**config.mk**
```make
export PLATFORM = sky130hd
export DESIGN_NAME = cpu_sideband_control
export DESIGN_NICKNAME = d
export VERILOG_FILES = /design/src/design/sideband_pkg.sv /design/src/design/cpu_sideband_control.sv
export SDC_FILE = /design/constraint.sdc
export NUM_CORES = 1
export LEC_CHECK = 0
export ABC_AREA = 1
export BUFFER_PORTS_ARGS = -buffer_cell sky130_fd_sc_hd__buf_2
export CORE_ASPECT_RATIO = 1.4
export CORE_UTILIZATION = 45
export DETAILED_ROUTE_END_ITERATION = 12
export PLACE_DENSITY = 0.71
export SYNTH_ARGS = -nofsm -noshare
export SYNTH_HDL_FRONTEND = slang
export SYNTH_SLANG_ARGS = --single-unit
export TNS_END_PERCENT = 30
```
**constraint.sdc**
```tcl
create_clock -name mclk -period 2.2 [get_ports mclk]
set_input_delay 0 -clock mclk [delete_from_list [all_inputs] [get_ports mclk]]
set_output_delay 0 -clock mclk [all_outputs]
set_load 0.005 [all_outputs]
```
**src/design/sideband_pkg.sv**
```systemverilog
// Purpose: Constants shared by the CPU sideband control block.
// Assumes: One 100 MHz clock.
// Notes:   Strap and configuration bits arrive as plain ports.
package sideband_pkg;
    // ****************************************
    // Mode encodings
    // ****************************************
    localparam logic STRAP_MODE_LATE   = 1'b1;   // Newer processor family.
    localparam logic STRAP_PIN_ADDR25  = 1'b1;   // Shared input is address bit 25.
    localparam logic STRAP_CLK_2X      = 1'b1;   // Processor takes a 2X clock.
    // ****************************************
    // Timing counts
    // ****************************************
    localparam int   CLK_PERIOD_NS     = 10;
    localparam int   COPRO_RST_NS      = 100;
    localparam logic [3:0] COPRO_RST_CYC = 4'(COPRO_RST_NS / CLK_PERIOD_NS);
    localparam logic [3:0] RST_VAL_CNT = 4'h0;
    // ****************************************
    // Control sequencer states
    // ****************************************
    typedef enum logic [2:0] {
        SNP_IDLE = 3'b001,
        SNP_WAIT = 3'b010,
        SNP_HOLD = 3'b100
    } snoop_state_t;
endpackage

```
**src/design/cpu_sideband_control.sv**
```systemverilog
// Purpose: CPU-side sideband, snoop handshake and SMM pin logic.
// Assumes: Pins from outside pass two flip-flops; straps caught after reset.
// Notes:   Every output is registered.
`timescale 1ns/1ps
`default_nettype none

// Functional notes
// Processor floats its address bus the clock after address hold rises.
// Address hold is raised only after a pending writeback has finished.
// Address hold with modified hit inactive acts as backoff.
// In the newer mode burst last marks the final burst ready.
// Local device claim must arrive by end of first T2.
// Strap picks shared input as address bit 25 or local ready.
// Local ready input, when selected, marks the current cycle finished.
// With address bit 25 selected, local devices drive processor ready directly.
// Coprocessor drives floating point error on unmasked exceptions.
// Newer mode: shared output tells processor to ignore numeric errors.
// Older mode: shared output signals coprocessor still busy.
// Older mode: coprocessor drives busy input while operation incomplete.
// Older mode: a dedicated output resets the coprocessor.
// No L2 and config bit clear: shared output is processor backoff.
// Config bit set: shared output is local bus clock, 1X or 2X; code holds it high when the 2X strap is clear.
// Stop clock output asks processor to change frequency.
// System management interrupt requests SMM; optionally bidirectional.
// Config bit picks SMM active or SMM address strobe input.
// Config bit clear: shared output flushes processor cache on SMM entry.
// Config bit set: shared output answers each SMM address strobe.
// Modified hit input enabled by config; master waits for writeback.
// External address strobe driven when external master address valid.
// Processor acknowledges hold before chipset takes the bus.
// Direct ready drivers stay off while device claim is inactive.
// Strap functions are sampled at reset and held until next reset.
module cpu_sideband_control
    import sideband_pkg::*;
(
    input  wire logic mclk,
    input  wire logic rstn,
    input  wire logic strap_mode_late,
    input  wire logic strap_pin_addr25,
    input  wire logic strap_no_l2,
    input  wire logic strap_clk_2x,
    input  wire logic cfg_lclk_sel,
    input  wire logic cfg_smi_bidir,
    input  wire logic cfg_smm_strobe_sel,
    input  wire logic cfg_smm_ready_sel,
    input  wire logic cfg_modified_hit_n_en,
    input  wire logic writeback_pending,
    input  wire logic master_addr_valid,
    input  wire logic master_snoop_req,
    input  wire logic smi_request,
    input  wire logic clk_change_req,
    input  wire logic copro_reset_req,
    input  wire logic burst_last_n,
    input  wire logic copro_busy_in_n,
    input  wire logic shared_addr_pin,
    input  wire logic local_dev_claim_n,
    input  wire logic fp_error_n,
    input  wire logic smm_status_in_n,
    input  wire logic modified_hit_n,
    input  wire logic sys_mgmt_irq_in_n,
    input  wire logic bus_hold_ack,
    output logic      addr_hold_req,
    output logic      ext_addr_strobe_n,
    output logic      backoff_lclk_out,
    output logic      ignore_busy_out_n,
    output logic      copro_reset_n,
    output logic      stop_clock_req_n,
    output logic      sys_mgmt_irq_n,
    output logic      sys_mgmt_irq_oe_n,
    output logic      flush_ready_out_n,
    output logic      smm_in_progress,
    output logic      smi_seen_by_cpu,
    output logic      cpu_addr_bit25,
    output logic      local_ready_in_n,
    output logic      local_dev_seen,
    output logic      burst_final,
    output logic      fp_error_seen,
    output logic      hold_granted
);
    // ****************************************
    // Input synchronisers
    // ****************************************
    localparam int NSYNC = 9;
    logic [NSYNC-1:0] raw_w;
    logic [NSYNC-1:0] s1_q;
    logic [NSYNC-1:0] s2_q;
    assign raw_w = {burst_last_n, copro_busy_in_n, shared_addr_pin, local_dev_claim_n,
                    fp_error_n, smm_status_in_n, modified_hit_n, sys_mgmt_irq_in_n,
                    bus_hold_ack};
    always_ff @(posedge mclk or negedge rstn) begin
        if (!rstn) begin
            s1_q <= {NSYNC{1'b1}};
            s2_q <= {NSYNC{1'b1}};
        end else begin
            s1_q <= raw_w;
            s2_q <= s1_q;
        end
    end
    logic burst_last_n_s_n;
    logic busy_s_n;
    logic shpin_s;
    logic ldev_s_n;
    logic fp_error_n_s_n;
    logic smms_s_n;
    logic modified_hit_n_s_n;
    logic smi_s_n;
    logic bus_hold_ack_s;
    assign {burst_last_n_s_n, busy_s_n, shpin_s, ldev_s_n, fp_error_n_s_n, smms_s_n, modified_hit_n_s_n, smi_s_n,
            bus_hold_ack_s} = s2_q;

    // ****************************************
    // Strap capture
    // ****************************************
    logic strap_done_q;
    logic mode_late_q;
    logic pin_a25_q;
    logic no_l2_q;
    logic clk2x_q;
    always_ff @(posedge mclk or negedge rstn) begin
        if (!rstn) begin
            strap_done_q <= 1'b0;
            mode_late_q  <= 1'b0;
            pin_a25_q    <= 1'b0;
            no_l2_q      <= 1'b0;
            clk2x_q      <= 1'b0;
        end else if (!strap_done_q) begin
            strap_done_q <= 1'b1;
            mode_late_q  <= strap_mode_late;
            pin_a25_q    <= strap_pin_addr25;
            no_l2_q      <= strap_no_l2;
            clk2x_q      <= strap_clk_2x;
        end
    end

    // ****************************************
    // Snoop and address hold sequencer
    // ****************************************
    snoop_state_t st_q, st_d;
    logic modified_hit_n_act_w;
    assign modified_hit_n_act_w = cfg_modified_hit_n_en && !modified_hit_n_s_n;
    always_comb begin
        st_d = st_q;
        case (st_q)
            SNP_IDLE: if (master_snoop_req) st_d = SNP_WAIT;
            SNP_WAIT: if (!writeback_pending) st_d = SNP_HOLD;
            SNP_HOLD: if (!master_snoop_req && !modified_hit_n_act_w) st_d = SNP_IDLE;
            default:  st_d = SNP_IDLE;
        endcase
    end
    logic addr_hold_req_d;
    logic backoff_d;
    logic lclk_q;
    assign addr_hold_req_d   = (st_d == SNP_HOLD);
    assign backoff_d = !(addr_hold_req_d && !modified_hit_n_act_w);
    always_ff @(posedge mclk or negedge rstn) begin
        if (!rstn) begin
            st_q              <= SNP_IDLE;
            addr_hold_req     <= 1'b0;
            ext_addr_strobe_n <= 1'b1;
            lclk_q            <= 1'b0;
        end else begin
            st_q              <= st_d;
            addr_hold_req     <= addr_hold_req_d;
            ext_addr_strobe_n <= !(addr_hold_req_d && master_addr_valid);
            lclk_q            <= !lclk_q;
        end
    end

    // ****************************************
    // Shared pin outputs
    // ****************************************
    logic lclk_d;
    logic bo_lclk_d;
    logic ign_busy_d;
    logic cprst_d;
    logic smm_in_d;
    logic flush_rdy_d;
    logic a25_d;
    logic lrdy_d;
    logic ldev_d;
    logic final_d;
    logic fp_error_n_d;
    assign lclk_d      = clk2x_q ? lclk_q : 1'b1;
    assign bo_lclk_d   = (cfg_lclk_sel && no_l2_q) ? lclk_d : backoff_d;
    assign ign_busy_d  = mode_late_q ? fp_error_n_s_n : busy_s_n;
    assign cprst_d     = mode_late_q ? 1'b1 : !copro_reset_req;
    assign smm_in_d    = !smms_s_n;
    assign flush_rdy_d = cfg_smm_ready_sel ? !(cfg_smm_strobe_sel && !smms_s_n)
                                           : !(smm_in_d && !smm_in_progress);
    assign a25_d       = pin_a25_q ? shpin_s : 1'b0;
    assign lrdy_d      = pin_a25_q ? 1'b1 : shpin_s;
    assign ldev_d      = !ldev_s_n;
    assign final_d     = mode_late_q && !burst_last_n_s_n;
    assign fp_error_n_d      = !fp_error_n_s_n;
    always_ff @(posedge mclk or negedge rstn) begin
        if (!rstn) begin
            backoff_lclk_out  <= 1'b1;
            ignore_busy_out_n <= 1'b1;
            copro_reset_n     <= 1'b0;
            stop_clock_req_n  <= 1'b1;
            sys_mgmt_irq_n    <= 1'b1;
            sys_mgmt_irq_oe_n <= 1'b0;
            flush_ready_out_n <= 1'b1;
            smm_in_progress   <= 1'b0;
            smi_seen_by_cpu   <= 1'b0;
            cpu_addr_bit25    <= 1'b0;
            local_ready_in_n  <= 1'b1;
            local_dev_seen    <= 1'b0;
            burst_final       <= 1'b0;
            fp_error_seen     <= 1'b0;
            hold_granted      <= 1'b0;
        end else begin
            backoff_lclk_out  <= bo_lclk_d;
            ignore_busy_out_n <= ign_busy_d;
            copro_reset_n     <= cprst_d;
            stop_clock_req_n  <= !clk_change_req;
            sys_mgmt_irq_n    <= !smi_request;
            sys_mgmt_irq_oe_n <= cfg_smi_bidir && !smi_request;
            flush_ready_out_n <= flush_rdy_d;
            smm_in_progress   <= smm_in_d;
            smi_seen_by_cpu   <= cfg_smi_bidir && !smi_s_n;
            cpu_addr_bit25    <= a25_d;
            local_ready_in_n  <= lrdy_d;
            local_dev_seen    <= ldev_d;
            burst_final       <= final_d;
            fp_error_seen     <= fp_error_n_d;
            hold_granted      <= bus_hold_ack_s;
        end
    end
endmodule
`default_nettype wire

```
=== Word level (Yosys, flattened, before mapping) ===
Index checks and enable logic that the tools add are counted.

* Logic and storage cells: 68
* Flip-flop bits (word level): 44

* Muxes and demuxes: 11
* Reduce and logical (&&, ||, !) cells: 27
* Equal/unequal tests: 4

{| class="wikitable"
|+ Operator list
! cell !! number
|-
| $logic_not 1->1 || 17
|-
| $logic_and 1x1->1 || 10
|-
| $mux 3 || 3
|-
| $pmux 3 s3 || 1
|-
| $mux 1 || 7
|-
| $eq 3x3->1 const B || 2
|-
| $eq 3x1->1 const B || 1
|-
| $eq 3x2->1 const B || 1
|}

=== Longest topological paths before layout ===
* Word-level depth: 10
* Depth in mapped cells: 6

=== Worst setup path after synthesis ===
OpenSTA, ideal clock, no wires.

* Path kind: reg2reg
* From: register s2_q[2]
* To: register backoff_lclk_out
* Stages on the path, launching flop included: 7
* Slack: 1.259 ns
* Arrival time: 0.873 ns
* Data required time: 2.132 ns
* Period minus slack after synthesis: 0.941 ns
* Library setup time: 0.068 ns
* Cells stage by stage: dfstp_2 inv_1 nand2_1 nand2_1 nand2_2 nand2_4 a21oi_2

* Cells in the longest elaborated chain, start to end: 10

{| class="wikitable"
|+ RTL lines
! item !! line !! source
|-
| start, declared || cpu_sideband_control.sv:86 || <nowiki>logic [NSYNC-1:0] s2_q;</nowiki>
|-
| start signal, assigned || cpu_sideband_control.sv:93 || <nowiki>s2_q <= {NSYNC{1'b1}};</nowiki>
|-
| start signal, assigned || cpu_sideband_control.sv:96 || <nowiki>s2_q <= s1_q;</nowiki>
|-
| $logic_not 1->1 || cpu_sideband_control.sv:140 || <nowiki>assign modified_hit_n_act_w = cfg_modified_hit_n_en && !modified_hit_n_s_n;</nowiki>
|-
| $logic_and 1x1->1 || cpu_sideband_control.sv:140 ||
|-
| $logic_not 1->1 || cpu_sideband_control.sv:146 || <nowiki>SNP_HOLD: if (!master_snoop_req && !modified_hit_n_act_w) st_d = SNP_IDLE;</nowiki>
|-
| $logic_and 1x1->1 || cpu_sideband_control.sv:146 ||
|-
| $mux 3 || cpu_sideband_control.sv:146 ||
|-
| $pmux 3 s3 || cpu_sideband_control.sv:143 || <nowiki>case (st_q)</nowiki>
|-
| net st_d[2] || cpu_sideband_control.sv:138 || <nowiki>snoop_state_t st_q, st_d;</nowiki>
|-
| $eq 3x3->1 || cpu_sideband_control.sv:153 || <nowiki>assign addr_hold_req_d = (st_d == SNP_HOLD);</nowiki>
|-
| $logic_and 1x1->1 || cpu_sideband_control.sv:154 || <nowiki>assign backoff_d = !(addr_hold_req_d && !modified_hit_n_act_w);</nowiki>
|-
| $logic_not 1->1 || cpu_sideband_control.sv:154 ||
|-
| $mux 1 || cpu_sideband_control.sv:184 || <nowiki>assign bo_lclk_d = (cfg_lclk_sel && no_l2_q) ? lclk_d : backoff_d;</nowiki>
|-
| net bo_lclk_d || cpu_sideband_control.sv:173 || <nowiki>logic bo_lclk_d;</nowiki>
|-
| end signal, assigned || cpu_sideband_control.sv:213 || <nowiki>backoff_lclk_out <= bo_lclk_d;</nowiki>
|-
| end, declared || cpu_sideband_control.sv:64 || <nowiki>output logic backoff_lclk_out,</nowiki>
|}

The timed path passes the listed nets, and every way through them passes these cells.
A chain may end at the register's enable or synchronous reset.

=== Worst setup path in the final report ===
* From: register s2_q[3]
* To: register flush_ready_out_n

* Cells in the longest elaborated chain, start to end: 4
* Elaborated cells between the ends (all ways): 6

{| class="wikitable"
|+ RTL lines
! item !! line !! source
|-
| $logic_not 1->1 * || cpu_sideband_control.sv:187, cpu_sideband_control.sv:188 ||
|-
| $logic_and 1x1->1 (on tied branches) || cpu_sideband_control.sv:189, cpu_sideband_control.sv:188 ||
|-
| $logic_not 1->1 (on tied branches) || cpu_sideband_control.sv:189, cpu_sideband_control.sv:188 ||
|-
| $mux 1 * || cpu_sideband_control.sv:188 || <nowiki>assign flush_rdy_d = cfg_smm_ready_sel ? !(cfg_smm_strobe_sel && !smms_s_n)</nowiki>
|-
| net flush_rdy_d || cpu_sideband_control.sv:177 || <nowiki>logic flush_rdy_d;</nowiki>
|-
| end signal, assigned || cpu_sideband_control.sv:219 || <nowiki>flush_ready_out_n <= flush_rdy_d;</nowiki>
|-
| end, declared || cpu_sideband_control.sv:70 || <nowiki>output logic flush_ready_out_n,</nowiki>
|}

The timed path passes the listed nets; every way through them passes the cells marked *.

==> flow_summary.toml <==
[status]
status = "completed"

[synth]
ys_top_cells_by_area = "dfstp_2 (49%), dfrtp_1 (32%), inv_1 (3.7%)"
synth_common_cells = "dfstp_2 (26), dfrtp_1 (18), inv_1 (14)"
synth_enable_flop_cells = 0
yosysSeqAreaShare = 0.807
yosysWarningCount = 0
synthArstFlopShare = 1.00
syn_inst = 98
synth_fp_nets = 124
syn-cell-area_sq_mm = 0.00140
synthMostInstantiatedCell = "dfstp_2"
synth_cell_types = 21
synth.avg_cell_area_sq_um = 14.3
post-synth-top-area-fraction = 0.487
yosys_most_used_dff = "dfstp_2"
synth_top_area_cell = "dfstp_2"
synth-seq-cells = 44

[run]
drv_cap = 0

[power_and_ir_drop]
leakage_nw = 0.953
combPwrFrac = 0.132
power.share.switching = 0.238
p_clk_frac = 0.288
irDropWorstVdd_mv = 0.658
power.internal_mw = 1.24
power_frac_seq = 0.580
p_per_area_mw_per_mm2 = 831
power.switching_mw = 0.389

[detailed_routing]
detail-route-antenna-nets = 0
num_vias = 903
dr.pass1.iters = 4
via_per_inst = 4.36
drtIter0Drc = 6
routed_wl_um = 2260
routedWlPerCell_um = 10.9
drc = 0

[global_route]
grt.total_usage = 0.158
grt_max_degree = 45
grt_pass1_vias = 977
antenna_found_initial = 0
grt-ovfl-total = 0
grt_pass1_wl_um = 3710

[final_layout]
nNetsFinal = 195
filler_cell_count = 228
final_area_sq_mm = 0.00197
drive_gt1_frac = 0.494
diodes = 0
syn2layout_area_growth_pct = 40.0
largestRegisters = "s1_q (9), s2_q (9), st_q (3)"

[die]
initial_core_util = 0.483
rows = 23
die_y_um = 68.1
die_w_um = 49.2
core_sq_mm = 0.00291
die-area_sq_mm = 0.00335
io_pins = 43

[clocking]
clockBufferDepth = 2
h-tree-depth = 2
cts-root-buf = "clkbuf_8"
cts_inserted_buffers = 5
tritoncts_num_sinks = 44
cts_tree = "yes"
post_cts_buffers = 0
clock_latency_ns = 0.29
clk_pin_slew_ns = 0.07

[worst_setup_path]
critical_path_class = "flip-flop to flip-flop"
slowest_stage = "dlygate4sd3_1"
rrSetupSlack_ns = 0.95
required_ns = 2.43
cp_max_fo = 2
end_kind = "flip-flop"
critPathArrivalTime_ns = 1.49
cp_top_family = "buffers and inverters"
crit_chain = "a21oi_1, o21ai_0, dlygate4sd3_1"
startpoint_type = "flip-flop"
slowest_delay_ns = 0.56
cp_num_buf_inv = 1

[timing]
drv_slew = 0
fmax_ghz = 0.798
rsz0062_at_grt = "no"
worstMarginPinSlew_ns = 0.893
final-setup-viol-count = 0
layout_min_cycle_time_ns = 1.25
slew-limit-headroom = 0.405
finalHoldViolCount = 0
fin_crit_sh = 0.570
hold_ws_ns = 0.0154
final.setup.worst_slack_ns = 0.947
setup-tns-final_ns = 0
fin_worst_skew_ns = 0.00460

[min_path]
hold_path_class = "primary input to flip-flop"

[placement]
place_congestion = 0.721
dp_hpwl_um = 1410
preCtsSetupSlack_ns = 1.18
io_buffers = 42
dpl-instance-area_sq_mm = 0.00166
[logic make-up after synthesis]
logic type | after synthesis | synth area share
buf+inv | 15 | 0.0401
flops | 44 | 0.807
mux | 3 | 0.0241
other cells | 1 | 0.00267
compound gates | 7 | 0.0303
simple gates | 28 | 0.0954
[cells in the final DEF (no fill, tap or decap), drive strengths merged]
| cell type | n |
|---|---|
| dfrtp | 18 |
| dfstp | 26 |
| o21ai | 2 |
| conb | 1 |
| buf | 42 |
| nand4 | 1 |
| nor2 | 8 |
| o211ai | 1 |
| nand2 | 14 |
| mux2 | 3 |
| nand3 | 3 |
| clkbuf | 7 |
| inv | 15 |
| clkinv | 1 |
| or2 | 1 |
| o22ai | 1 |
| dlygate4sd3 | 22 |
| a21oi | 3 |
| and2 | 1 |
[through the flow]
stage               total power, mW  std cells  utilization
global placement               1.13        177        0.571
detailed placement             1.15        177        0.571
CTS                            1.65        207        0.676
finish                         1.63        207        0.676
floorplan                      1.06         98            -
global route                   1.72        207        0.676
[layer usage]
metal / GRT usage / part of all wire
met1: 0.141 / 0.38
met2: 0.307 / 0.55
met3: 0.0467 / 0.052
met4: 0.0993 / 0.021
met5: 0 / 0
[area by class of cell]
type / count / area (sq um) / share of cell area
inverter: 15 / 56.3 / 0.0286
clock inverter: 1 / 8.76 / 0.00446
multi-input combinational: 39 / 214 / 0.109
timing repair buffer: 64 / 430 / 0.219
sequential: 44 / 1130 / 0.577
tap: 37 / 46.3 / 0.0236
clock buffer: 7 / 76.3 / 0.0388
[what timing repair did]
action | CTS | global route
hold endpoints to repair | 39 | 0
resized for setup | 0 | 0
hold buffers | 22 | 0
[power groups by stage]
stage	Clock [mW]	Sequential, mW	Combinational (mW)
after floorplan	0	0.959	0.104
after global placement	0	0.957	0.176
after detailed placement	0	0.962	0.185
after CTS	0.492	0.948	0.215
after global routing	0.526	0.955	0.241
final	0.471	0.947	0.215
[worst paths after layout]
kind / from / endpoint / cells past startpoint
min in group asynchronous: rstn / smm_in_progress / 2
worst max register to register: s2_q[3] / flush_ready_out_n / 3
worst max-delay path: s2_q[3] / flush_ready_out_n / 3
worst min register to register: s1_q[8] / s2_q[8] / 0
worst min-delay path: cfg_lclk_sel / backoff_lclk_out / 4
max in group asynchronous: rstn / st_q[1] / 2
[worst reg2reg max path, cell delays in order, from the launching register on]
cell	delay (ns)
dfstp_2	0.54
a21oi_1	0.04
o21ai_0	0.06
dlygate4sd3_1	0.56
Note: power is estimated with default switching activity, not from simulation.
